File: src/fpbv_pkg.sv
// Shared constants and carriers for the frame pointer and byte view block
package fpbv_pkg;

	// Widths
	localparam int ADDR_W   = 4;
	localparam int DATA_W   = 16;
	localparam int BYTE_W   = 8;
	localparam int OFFS_W   = 8;
	localparam int LANES    = 2;
	localparam int SIGN_BIT = 7;
	localparam int WBS_BIT  = 4;

	// Register locations
	localparam logic [ADDR_W-1:0] ADDR_OFFSET  = 4'h3;
	localparam logic [ADDR_W-1:0] ADDR_CONTROL = 4'h4;
	localparam logic [ADDR_W-1:0] ADDR_GENERAL = 4'h5;
	localparam logic [ADDR_W-1:0] ADDR_LOWER   = 4'h6;
	localparam logic [ADDR_W-1:0] ADDR_BASE    = 4'h7;
	localparam logic [ADDR_W-1:0] ADDR_SWAP    = 4'h8;
	localparam logic [ADDR_W-1:0] ADDR_UPPER   = 4'h9;
	localparam logic [ADDR_W-1:0] ADDR_SEXT    = 4'hA;
	localparam logic [ADDR_W-1:0] ADDR_SUM     = 4'hB;

	// Reset values
	localparam logic [DATA_W-1:0] RST_WORD = 16'h0000;
	localparam logic [OFFS_W-1:0] RST_OFFS = 8'h00;
	localparam logic              RST_CTRL = 1'h0;

	// Lane write enables
	localparam logic [LANES-1:0] LANE_NONE = 2'h0;
	localparam logic [LANES-1:0] LANE_LOW  = 2'h1;
	localparam logic [LANES-1:0] LANE_HIGH = 2'h2;
	localparam logic [LANES-1:0] LANE_BOTH = 2'h3;

	// Register port request from the core
	typedef struct packed {
		logic              rd;
		logic              wr;
		logic [ADDR_W-1:0] addr;
		logic [DATA_W-1:0] wdata;
	} fpbv_bus_req_type;

	// Third data pointer handed to the memory path
	typedef struct packed {
		logic [DATA_W-1:0] addr;
		logic              word_mode;
	} fpbv_ptr_type;

endpackage : fpbv_pkg

File: src/fpbv_lane_reg.sv
`timescale 1ns/1ps
// Word register written per byte lane, cleared by reset
module fpbv_lane_reg #(
	parameter int                       LANES  = 2,
	parameter int                       LANE_W = 8,
	parameter logic [LANES*LANE_W-1:0]  RST    = '0
) (
	// Clock and reset
	input  wire logic                    clk,
	input  wire logic                    nrst,
	// Lane write
	input  wire logic [LANES-1:0]        lane_we,
	input  wire logic [LANES*LANE_W-1:0] lane_data,
	// Stored word
	output logic      [LANES*LANE_W-1:0] q
);

	// One flop group per lane so a byte write leaves the other lane alone
	for (genvar i = 0; i < LANES; i++) begin : g_lane
		always_ff @(posedge clk or negedge nrst) begin
			if (!nrst) begin
				q[i*LANE_W +: LANE_W] <= RST[i*LANE_W +: LANE_W];
			end else if (lane_we[i]) begin
				q[i*LANE_W +: LANE_W] <= lane_data[i*LANE_W +: LANE_W];
			end
		end
	end

endmodule : fpbv_lane_reg

File: src/fpbv_top.sv
`timescale 1ns/1ps
// Operation
// - Frame base is a 16-bit read/write register, zero after reset.
// - Frame pointer is base plus offset, unsigned, used as third data pointer.
// - Carry out of an offset step never changes the frame base.
// - Frame pointer sum location is read only, reads zero after reset.
// - Swapped view returns the general word with bytes exchanged, read only.
// - Upper byte location writes and reads only the general word high byte.
// - Upper byte view reads zero right after reset.
// - Sign-extended view returns low byte with bit 7 copied upward.
// - Sign-extended view reads zero after reset and ignores writes.
// - General word is a 16-bit read/write register, zero after reset.
// - Lower byte location writes and reads only the general word low byte.
// - Control bit picks word access when set, byte access when clear.
module fpbv_top (
	// Clock and reset
	input  wire logic                      clk,
	input  wire logic                      nrst,
	// Register port
	input  wire fpbv_pkg::fpbv_bus_req_type bus_req,
	output logic [fpbv_pkg::DATA_W-1:0]    rd_data_ff,
	// Offset stepping from the core
	input  wire logic                      offs_inc,
	input  wire logic                      offs_dec,
	// Third data pointer
	output fpbv_pkg::fpbv_ptr_type         frame_ptr_ff
);

	logic [fpbv_pkg::DATA_W-1:0] frame_base;
	logic [fpbv_pkg::DATA_W-1:0] general_word;
	logic [fpbv_pkg::OFFS_W-1:0] offset_ff;
	logic [fpbv_pkg::OFFS_W-1:0] nxt_offset;
	logic                        frame_word_byte_select_ff;
	logic [fpbv_pkg::DATA_W-1:0] frame_pointer_sum;
	logic [fpbv_pkg::DATA_W-1:0] nxt_rd_data;
	logic [fpbv_pkg::LANES-1:0]  base_we;
	logic [fpbv_pkg::LANES-1:0]  gen_we;
	logic [fpbv_pkg::DATA_W-1:0] gen_data;
	logic [fpbv_pkg::BYTE_W-1:0] general_lower_byte;
	logic [fpbv_pkg::BYTE_W-1:0] general_upper_byte;
	logic [fpbv_pkg::DATA_W-1:0] general_swapped_view;
	logic [fpbv_pkg::DATA_W-1:0] general_sign_extended_low;
	logic                        wr_hit;

	assign wr_hit = bus_req.wr;

	// Byte views of the general word
	assign general_lower_byte        = general_word[fpbv_pkg::BYTE_W-1:0];
	assign general_upper_byte        = general_word[fpbv_pkg::DATA_W-1:fpbv_pkg::BYTE_W];
	assign general_swapped_view      = {general_lower_byte, general_upper_byte};
	assign general_sign_extended_low = {{fpbv_pkg::BYTE_W{general_word[fpbv_pkg::SIGN_BIT]}},
		general_lower_byte};

	// Unsigned sum, carry beyond bit 15 dropped
	assign frame_pointer_sum = 16'(frame_base + 16'(offset_ff));

	// Frame base takes only whole-word writes at its own location
	assign base_we = (wr_hit && bus_req.addr == fpbv_pkg::ADDR_BASE) ?
		fpbv_pkg::LANE_BOTH : fpbv_pkg::LANE_NONE;

	fpbv_lane_reg #(
		.LANES  (fpbv_pkg::LANES),
		.LANE_W (fpbv_pkg::BYTE_W),
		.RST    (fpbv_pkg::RST_WORD)
	) u_frame_base (
		.clk       (clk),
		.nrst      (nrst),
		.lane_we   (base_we),
		.lane_data (bus_req.wdata),
		.q         (frame_base)
	);

	// General word lane steering; byte locations carry their byte in the low bits
	always_comb begin
		gen_we   = fpbv_pkg::LANE_NONE;
		gen_data = bus_req.wdata;
		if (wr_hit) begin
			unique case (bus_req.addr)
				fpbv_pkg::ADDR_GENERAL: begin
					gen_we = fpbv_pkg::LANE_BOTH;
				end
				fpbv_pkg::ADDR_LOWER: begin
					gen_we = fpbv_pkg::LANE_LOW;
				end
				fpbv_pkg::ADDR_UPPER: begin
					gen_we   = fpbv_pkg::LANE_HIGH;
					gen_data = {bus_req.wdata[fpbv_pkg::BYTE_W-1:0], bus_req.wdata[fpbv_pkg::BYTE_W-1:0]};
				end
				default: begin
					// Swap, sign-extended and sum views are read only
					gen_we = fpbv_pkg::LANE_NONE;
				end
			endcase
		end
	end

	fpbv_lane_reg #(
		.LANES  (fpbv_pkg::LANES),
		.LANE_W (fpbv_pkg::BYTE_W),
		.RST    (fpbv_pkg::RST_WORD)
	) u_general_word (
		.clk       (clk),
		.nrst      (nrst),
		.lane_we   (gen_we),
		.lane_data (gen_data),
		.q         (general_word)
	);

	// Offset: a write wins over a step; step carry is simply lost
	always_comb begin
		nxt_offset = offset_ff;
		if (wr_hit && bus_req.addr == fpbv_pkg::ADDR_OFFSET) begin
			nxt_offset = bus_req.wdata[fpbv_pkg::OFFS_W-1:0];
		end else if (offs_inc && !offs_dec) begin
			nxt_offset = offset_ff + 8'h01;
		end else if (offs_dec && !offs_inc) begin
			nxt_offset = offset_ff - 8'h01;
		end
	end

	// Offset register
	always_ff @(posedge clk or negedge nrst) begin
		if (!nrst) begin
			offset_ff <= fpbv_pkg::RST_OFFS;
		end else begin
			offset_ff <= nxt_offset;
		end
	end

	// Word or byte access through the frame pointer
	always_ff @(posedge clk or negedge nrst) begin
		if (!nrst) begin
			frame_word_byte_select_ff <= fpbv_pkg::RST_CTRL;
		end else if (wr_hit && bus_req.addr == fpbv_pkg::ADDR_CONTROL) begin
			frame_word_byte_select_ff <= bus_req.wdata[fpbv_pkg::WBS_BIT];
		end
	end

	// Pointer to the memory path, one cycle behind the registers
	always_ff @(posedge clk or negedge nrst) begin
		if (!nrst) begin
			frame_ptr_ff.addr      <= fpbv_pkg::RST_WORD;
			frame_ptr_ff.word_mode <= fpbv_pkg::RST_CTRL;
		end else begin
			frame_ptr_ff.addr      <= frame_pointer_sum;
			frame_ptr_ff.word_mode <= frame_word_byte_select_ff;
		end
	end

	// Read multiplexer; unmapped locations and reserved bits read zero
	always_comb begin
		nxt_rd_data = fpbv_pkg::RST_WORD;
		if (bus_req.rd) begin
			unique case (bus_req.addr)
				fpbv_pkg::ADDR_OFFSET: begin
					nxt_rd_data = 16'(offset_ff);
				end
				fpbv_pkg::ADDR_CONTROL: begin
					nxt_rd_data[fpbv_pkg::WBS_BIT] = frame_word_byte_select_ff;
				end
				fpbv_pkg::ADDR_GENERAL: begin
					nxt_rd_data = general_word;
				end
				fpbv_pkg::ADDR_LOWER: begin
					nxt_rd_data = 16'(general_lower_byte);
				end
				fpbv_pkg::ADDR_BASE: begin
					nxt_rd_data = frame_base;
				end
				fpbv_pkg::ADDR_SWAP: begin
					nxt_rd_data = general_swapped_view;
				end
				fpbv_pkg::ADDR_UPPER: begin
					nxt_rd_data = 16'(general_upper_byte);
				end
				fpbv_pkg::ADDR_SEXT: begin
					nxt_rd_data = general_sign_extended_low;
				end
				fpbv_pkg::ADDR_SUM: begin
					nxt_rd_data = frame_pointer_sum;
				end
				default: begin
					nxt_rd_data = fpbv_pkg::RST_WORD;
				end
			endcase
		end
	end

	// Read data valid only in the cycle after the strobe
	always_ff @(posedge clk or negedge nrst) begin
		if (!nrst) begin
			rd_data_ff <= fpbv_pkg::RST_WORD;
		end else begin
			rd_data_ff <= nxt_rd_data;
		end
	end

	localparam logic [fpbv_pkg::OFFS_W-1:0] OFFS_TOP = 8'hFF;
endmodule : fpbv_top

File: config.mk
export PLATFORM = sky130hd
export DESIGN_NAME = fpbv_top
export DESIGN_NICKNAME = d
export VERILOG_FILES = /design/src/fpbv_pkg.sv /design/src/fpbv_lane_reg.sv /design/src/fpbv_top.sv
export SDC_FILE = /design/constraint.sdc
export NUM_CORES = 1
export LEC_CHECK = 0
export ABC_AREA = 1
export BUFFER_PORTS_ARGS = -buffer_cell sky130_fd_sc_hd__buf_2
export CORE_UTILIZATION = 30
export DETAILED_ROUTE_END_ITERATION = 16
export GPL_TIMING_DRIVEN = 0
export SLEW_MARGIN = 15
export SYNTH_ARGS = -nofsm -noshare
export SYNTH_HDL_FRONTEND = slang
export SYNTH_SLANG_ARGS = --single-unit
File: constraint.sdc
create_clock -name clk -period 2.77 [get_ports clk]
set_input_delay 0.4155 -clock clk [delete_from_list [all_inputs] [get_ports clk]]
set_output_delay 0.4155 -clock clk [all_outputs]
set_load 0.05 [all_outputs]
* After elaboration in Yosys (flattened, before gate mapping)
Cells that the tools add are included.
** Storage, ports and cells
- Input port bits :: 26
- Bits in registers :: 74
- Word-level logic and storage cells :: 43
- Output and inout port bits :: 33
** Cells by class
- Eq/ne operators :: 9
- Reduce and logical (&&, ||, !) cells :: 10
- Multiplexer cells :: 12
- $add $sub $neg :: 3
** Operator list (count)
- one-hot mux 11 bit (8 select lines) :: 1
- 2-to-1 mux 16 bit :: 3
- 2-to-1 mux 8 bit :: 3
- one-hot mux 4 bit (5 select lines) :: 1
- adder 16 x 8 -> 16 bit :: 1
- equality test 4 x 3 -> 1 bit (second input constant) :: 4
- equality test 4 bit (second input constant) :: 4
- adder 8 x 1 -> 8 bit (second input constant) :: 1
- subtractor 8 x 1 -> 8 bit (second input constant) :: 1
- one-hot mux 1 bit (6 select lines) :: 1
- one-hot mux 2 bit (3 select lines) :: 1
- logical AND 1 bit :: 5
- equality test 4 x 2 -> 1 bit (second input constant) :: 1
- 2-to-1 mux 2 bit :: 2
- nonzero test 3 bit :: 1
- OR reduction 3 bit :: 1
- zero test 1 bit :: 2
- OR reduction 2 bit :: 1

* Longest topological paths before layout
Gate-level depths: netlist of run 1.
- Depth in word-level cells :: 5
- Mapped depth :: 11
- Mapped depth without buffers :: 11

* By module
From an unflattened synthesis of run 1, not the netlist that was laid out.
** Unflattened totals
- Cells, all modules :: 578
- Area, all modules :: 4279.1 um2
** Modules (own cells, without submodules)
- fpbv_top :: area an instance 3057.9 um2, cells an instance 442, instances 1, seq. area each 1051.0 um2
- fpbv_lane_reg :: area an instance 610.6 um2, cells an instance 68, instances 2, seq. area each 400.4 um2

* Least setup slack after synthesis of run 1
Ideal clock, no wire load.
- Kind :: input -> register
- From :: input offs_dec
- To :: register offset_ff[5] in the netlist's numbering
- Setup time :: 0.118 ns
- Stages :: 9
- Arrival :: 1.650 ns
- Buffers on the path :: 0
- Slack :: 1.002 ns
- Data required time :: 2.652 ns
- Cell sequence :: inv_1 nand2_1 ha_1 a21oi_1 nand2_1 a21oi_1 xnor2_1 o21bai_1 inv_1
** Between the ends
- Cells in the longest elaborated chain, start to end :: 4
- Elaborated cells between the ends (all ways) :: 6
- Those cells by class :: 2 x mux; 4 x reduce/logical
** Ends and longest elaborated chain
- start, declared :: line fpbv_top.sv:24 : input wire logic offs_dec,
- zero test 1 bit :: line fpbv_top.sv:114 : end else if (offs_inc && !offs_dec) begin
- logical AND 1 bit :: line fpbv_top.sv:114
- 2-to-1 mux 8 bit :: line fpbv_top.sv:114
- 2-to-1 mux 8 bit :: line fpbv_top.sv:112 : if (wr_hit && bus_req.addr == fpbv_pkg::ADDR_OFFSET) begin
- end signal, assigned :: line fpbv_top.sv:124 : offset_ff <= fpbv_pkg::RST_OFFS;
- end signal, assigned :: line fpbv_top.sv:126 : offset_ff <= nxt_offset;
- end, declared :: line fpbv_top.sv:31 : logic [fpbv_pkg::OFFS_W-1:0] offset_ff;
Several ways; a longest one is shown, not always the timed one.
A chain may end at the register's enable or synchronous reset.

* Worst setup path in the final report of run 1
- From :: register offset_ff[0] in the netlist's numbering
- To :: register rd_data_ff[6] in the netlist's numbering
** Between the ends
- Cells in the longest elaborated chain, start to end :: 3
** Ends and longest elaborated chain
- adder 16 x 8 -> 16 bit :: line fpbv_top.sv:55 : assign frame_pointer_sum = 16'(frame_base + 16'(offset_ff));
- via frame_pointer_sum (one bit) :: line fpbv_top.sv:34 : logic [fpbv_pkg::DATA_W-1:0] frame_pointer_sum;
- one-hot mux 11 bit (8 select lines) :: line fpbv_top.sv:154 : unique case (bus_req.addr)
- 2-to-1 mux 16 bit :: line fpbv_top.sv:153 : if (bus_req.rd) begin
- via nxt_rd_data (one bit) :: line fpbv_top.sv:35 : logic [fpbv_pkg::DATA_W-1:0] nxt_rd_data;
- end signal, assigned :: line fpbv_top.sv:192 : rd_data_ff <= fpbv_pkg::RST_WORD;
- end signal, assigned :: line fpbv_top.sv:194 : rd_data_ff <= nxt_rd_data;
- end, declared :: line fpbv_top.sv:21 : output logic [fpbv_pkg::DATA_W-1:0] rd_data_ff,
The timed path passes the listed nets, and every way through them passes these cells.

==> results by group, run 1 <==
Global route
  • Vias in the first global route: 3653
  • All-Layer GR Usage: 17.1%
  • Overflow after GRT: 0
  • Largest net degree at the start of global routing: 50
  • First-pass GRT wire length: 18600 um
  • Initial antenna violation count: 0

Power
  • Static Leak: 2.60 nW
  • VDD IR max: 0.365 mV
  • Pwr Density: 937 nW/um^2

Clocking
  • Sink Count: 74
  • Clk root buf: clkbuf_16
  • CTS buffer count: 9
  • Max clock buf depth: 2
  • CTS tree: yes
  • Setup Buffers After CTS: 0
  • Latest clock arrival within the worst-skew pair: 0.34 ns
  • # H-tree levels: 3
  • Worst-path clk slew: 0.06 ns

Job
  • Max cap viols: 0

Yosys
  • Register bit total from synthesis: 74
  • Yosys warns: 0
  • Main synth FF type: dfrtp_1
  • Most frequent cell after synthesis: nand2_1
  • Area leader, netlist: dfrtp_1
  • Post-synth ARST share: 100%
  • Post-synth top cells: 132 x nand2_1, 82 x inv_1, 74 x dfrtp_1, 44 x o21ai_0, 34 x nand3_1
  • Distinct cell type count after synthesis: 35
  • Seq/Total Area, Yosys: 44.9%
  • Post-synth EDFFs: 0
  • Synthesized net count: 575
  • Avg Inst Size Synth: 7.74 um^2
  • Area share of the largest cell type after synthesis: 44.9%
  • Gate Count Post-Synth: 533
  • Largest cells by area after synthesis: dfrtp_1 45%, nand2_1 12%, inv_1 7.5%
  • Synthesized area: 4130 um^2

Worst setup path
  • CP Capture Point: rd_data_ff[6]
  • Largest delay share family, worst path: adder cells
  • Crit-path max FO: 6
  • Worst path cell trace: ha_1, fa_1, nand2_1, nand3_1, xor2_1, nand2_1, a21oi_1
  • CP arrival: 2.28 ns
  • Setup CP Type: register to register
  • Slowest CP cell: dfrtp_1
  • Worst path depth: 7
  • FF-to-FF End: rd_data_ff[6]
  • CP Launch Type: register
  • Critical Path Max Stage Delay: 0.49 ns
  • Reg2Reg Depth: 7
  • Worst R2R Setup Slack: 0.75 ns
  • Most used cell, CP: nand2_1
  • R2r startpoint: offset_ff[0]
  • Launch point of the worst path: offset_ff[0]
  • WP buf/inv: 0
  • CP required: 3.03 ns
  • CP Capture Type: register

Outcome
  • Status: completed

Layout
  • Ratio of cells with drive above 1 in the final layout: 15.4%
  • Fin util: 37.4%
  • Area of the multi-input gates: 1910 um^2
  • FILL cells: 1425
  • Register Area: 1850 um^2
  • Area Overhead vs Synth: 21.1%
  • ANT cells: 0
  • Final Net Count: 646

STA
  • RSZ-0062 raised after global routing: false
  • Final count of negative-setup-slack endpoints: 0
  • Clk_skew: 0.00818 ns
  • Fmax: 0.495 GHz
  • Worst Tran Pin Value: 0.501 ns
  • Setup TNS: 0 ns
  • Tcrit/Tclk final: 73.0%
  • Hold Fails Final Rpt: 0
  • Final Critical Period: 2.02 ns
  • Worst slew margin: 66.6%
  • Final Max Slew Viols: 0

Floorplanning
  • Chip Height: 119 um
  • Die Span X: 119 um
  • Core box area: 13300 um^2
  • Initial Util: 30.9%
  • Die area: 14200 um^2
  • Num ports: 59
  • Row cnt: 42

Route
  • Routed WL: 11400 um
  • DRC Markers: 0
  • TritonRoute pass-1 iters: 5
  • Final antenna-violating net count: 0
  • Vias per Instance: 4.75
  • Vias: 3732
  • Routed len/inst: 14.5 um
  • Initial DRC count: 239

Placed design
  • IO Port Bufs: 58
  • Final GP Congestion: 0.924
  • DP HPWL: 9160 um

Worst hold path
  • Hold Path Depth: 3
  • Hold Crit Class: input port to register
  • Hold_sp: bus_req[21]
[layout by cell type (no fill, tap or decap), types with 2 or more instances in the layout]
cell	instances
fa_1	2
nor2_2	3
inv_1	82
o22ai_1	10
buf_2	61
xor2_1	6
clkinv_2	2
nand3_1	34
nor3_1	9
o21ai_0	44
a211oi_1	3
xnor2_1	3
and2_1	6
dfrtp_1	74
nand2_2	5
bufinv_16	2
o21ai_1	9
nand4_1	7
nand2_1	132
clkbuf_1	5
clkbuf_16	9
a31oi_1	5
nor2_1	29
a21oi_1	30
ha_1	14
buf_4	2
a21o_1	2
o211ai_1	5
[state kept, by name (all words and copies together) (netlist names)]
| register | count |
|---|---|
| rd_data_ff | 16 |
| frame_ptr_ff | 17 |
| frame_word_byte_select_ff | 1 |
| u_frame_base.q | 16 |
| u_general_word.q | 16 |
| offset_ff | 8 |
[worst min-delay path: cells and delay by family]
family | cells | cell delay [ns]
simple gates | 1 | 0.05
buf+inv | 2 | 0.14
[per-stage QoR]
step	power (mW)	hold WS [ns]	cell area, um^2	worst slack [ns]	instances
finish	4.68	0.292	5000	0.748	785
global placement	3.37	0.390	4640	0.738	767
floorplan	2.91	0.120	4130	1.00	533
CTS	4.69	0.289	5000	0.753	785
global route	4.99	0.318	5000	0.528	785
detailed placement	3.43	0.349	4670	0.623	768
[worst min-delay path by stage]
stage                 endpoint
2_1_floorplan  frame_ptr_ff[0]
3_3_place_gp   frame_ptr_ff[0]
3_5_place_dp   frame_ptr_ff[3]
4_1_cts          rd_data_ff[4]
5_1_grt          rd_data_ff[4]
6_report         rd_data_ff[4]
[what timing repair did]
item,CTS,global route
gates resized for setup,0,0
endpoints found under the hold margin,25,0
hold buffers,1,0
[routing by layer]
metal | share of wire [%] | track usage, %
met1 | 47 | 22.8
met2 | 46 | 27.2
met5 | 0 | 0
met3 | 4.9 | 3.35
met4 | 2.1 | 6.49
[area by class of cell]
cell class	count	area share (%)
multi-input cells	366	38.2
flip-flops and latches	74	37.1
repair buffers	60	6.61
inverters	83	6.24
clock buffers	11	4.86
well taps	176	4.41
clock inverters	5	1.55
plain buffers	10	1.08
[kinds of logic after synthesis]
logic type	count (synthesis)	share of synthesized area, %
buf+inv	93	8.86
compound gates	111	14.8
xor+xnor	9	1.91
fa+ha+maj	16	5.22
simple gates	230	24.4
flops	74	44.9
[power by group]
| group | internal [mW] | switching [mW] |
|---|---|---|
| registers | 1.35 | 0.242 |
| clock network | 0.810 | 0.448 |
| logic | 0.571 | 1.26 |
(Power assumes the default switching activity.)
==> inputs of run 2 (changes only) <==
==> constraint.sdc (replaced) <==
create_clock -name clk -period 1.7 [get_ports clk]
set_input_delay 0.255 -clock clk [delete_from_list [all_inputs] [get_ports clk]]
set_output_delay 0.255 -clock clk [all_outputs]
set_load 0.05 [all_outputs]
==> run 2 against run 1 <==
  * The run now ends with setup timing left
  * Clock-buffer cell count did not move
  * Combinational power increased by 110%
  * Design area is 10% higher
  * Power is 85% higher
  * Utilization up 3.9 points
  * Cell count grew 2.2%
  * Die area did not move
  * Register-to-register slack worse by 0.90 ns
  * Wire length increased by 5.3%
  * First-iteration DRC count up 2.1%
  * Critical endpoint is now rd_data_ff[4]
  * Largest power group unchanged
==> results by group, run 2 (same netlist as run 1, synthesis figures left out) <==
STA
  • Final count of negative-setup-slack endpoints: 10
  • Fmax: 0.540 GHz
  • Hold Fails Final Rpt: 0
  • Final Max Slew Viols: 0
  • Worst slew margin: 55.5%
  • Final Critical Period: 1.85 ns
  • Setup TNS: -0.610 ns
  • Worst Tran Pin Value: 0.668 ns
  • Hold_ws: 0.138 ns
  • RSZ-0062 raised after global routing: true
  • Clk_skew: 0.0103 ns
  • Tcrit/Tclk final: 109%
  • Final worst slack: -0.153 ns

Clocking
  • Sink Count: 74
  • Max clock buf depth: 2
  • CTS buffer count: 9
  • Clk root buf: clkbuf_16
  • Worst-path clk slew: 0.06 ns
  • # H-tree levels: 3
  • Latest clock arrival within the worst-skew pair: 0.34 ns
  • CTS tree: yes

Worst setup path
  • R2r startpoint: offset_ff[0]
  • Launch point of the worst path: offset_ff[0]
  • CP arrival: 2.08 ns
  • Crit-path max FO: 3
  • CP Launch Type: register
  • Setup CP Type: register to register
  • CP required: 1.93 ns
  • CP Capture Type: register

Global route
  • Largest net degree at the start of global routing: 50
  • Initial antenna violation count: 0
  • All-Layer GR Usage: 17.3%
  • Overflow after GRT: 0
  • First-pass GRT wire length: 18800 um
  • Vias in the first global route: 3709

Route
  • Routed len/inst: 15.0 um
  • DRC Markers: 0
  • Final antenna-violating net count: 0
  • Initial DRC count: 244
  • Routed WL: 12000 um
  • Vias: 3869
  • Vias per Instance: 4.82
  • TritonRoute pass-1 iters: 5

Floorplanning
  • Chip Height: 119 um
  • Die Span X: 119 um
  • Initial Util: 30.9%
  • Num ports: 59
  • Row cnt: 42
  • Core box area: 13300 um^2
  • Die area: 14200 um^2

Layout
  • Final Net Count: 663
  • Biggest register: frame_ptr_ff
  • Max reg flops: 17
  • Area Overhead vs Synth: 33.7%
  • ANT cells: 0
  • Most frequent cells in the layout: 113 x nand2_1, 81 x inv_1, 64 x dfrtp_1, 61 x buf_2, 43 x o21ai_0
  • Ratio of cells with drive above 1 in the final layout: 30.0%
  • FILL cells: 1389
  • Leading cell type in the layout, fill and taps excluded: nand2_1

Placed design
  • Final GP Congestion: 0.917
  • DP HPWL: 9160 um
  • IO Port Bufs: 58

Outcome
  • Status: finished, violations left
  • Violated checks: setup timing

Worst hold path
  • Hold Crit Class: input port to register
  • Hold_sp: bus_req[21]

Power
  • Static Leak: 2.74 nW
  • VDD IR max: 0.557 mV
  • Pwr Density: 1570 nW/um^2

Job
  • Max cap viols: 0
run 2: changes by cell type in the layout (fill, tap and decap cells not counted), sizes merged:
| cell | change |
|---|---|
| bufinv | +1 |
| clkinv | -1 |
| buf | +17 |
run 2: power by group:
| part | switching, mW | internal (mW) | leakage, nW | total (mW) |
|---|---|---|---|---|
| Combinational | 2.42 | 1.50 | 1.67 | 3.92 |
| Clock | 0.685 | 1.43 | 0.160 | 2.12 |
| Sequential | 0.406 | 2.23 | 0.905 | 2.63 |
| Total | 3.51 | 5.16 | 2.74 | 8.67 |
run 2: metal layers:
| layer | part of all wire, % | GRT usage, % | up-vias |
|---|---|---|---|
| met4 | 2.5 | 6.80 | 0 |
| met1 | 46 | 22.8 | 1830 |
| li1 | - | - | 1916 |
| met2 | 48 | 27.8 | 101 |
| met5 | 0 | 0 | - |
| met3 | 4.2 | 3.69 | 22 |
run 2: through the flow:
stage | cell area, um^2 | setup WS [ns] | power (mW) | std cells | util, %
after floorplan | 4130 | 0.00146 | 4.74 | 533 | -
after global placement | 4640 | -0.189 | 5.51 | 767 | 34.7
after detailed placement | 4670 | -0.215 | 5.56 | 768 | 35.0
after CTS | 5190 | -0.0321 | 8.03 | 789 | 38.9
after global routing | 5520 | -0.211 | 9.21 | 802 | 41.3
final | 5520 | -0.153 | 8.67 | 802 | 41.3
run 2: layout make-up:
type | instances | area, um^2 | share of cell area, %
plain buffers | 10 | 53.8 | 0.975
flip-flops and latches | 74 | 1860 | 33.8
well taps | 176 | 220 | 3.99
inverters | 83 | 312 | 5.65
multi-input cells | 366 | 2270 | 41.1
clock inverters | 5 | 103 | 1.86
repair buffers | 77 | 462 | 8.37
clock buffers | 11 | 233 | 4.22
run 2: worst paths after layout:
check,endpoint,slack [ns],cells after the start
max in group asynchronous,u_frame_base.q[10],0.78,3
min in group asynchronous,rd_data_ff[15],0.37,2
setup reg to reg,rd_data_ff[4],-0.15,11
hold / removal,rd_data_ff[4],0.14,3
setup / recovery,rd_data_ff[4],-0.15,11
hold reg to reg,frame_ptr_ff[0],0.40,0
run 2: repair_timing:
item,4_1_cts,5_1_grt
pin swaps,4,20
buffers inserted,4,13
hold buffers,1,0
setup endpoints to repair,22,24
gates resized for setup,30,59
endpoints found under the hold margin,25,0
run 2: critical path, stage by stage (launching register included):
cell and delay, ns:
dfrtp_2 0.44, ha_4 0.18, fa_2 0.42, nand3_2 0.12
buf_6 0.09, nand4_1 0.06, nand2_1 0.07, inv_1 0.05
nand2_1 0.06, nand4_1 0.12, nand2_1 0.09, inv_1 0.04
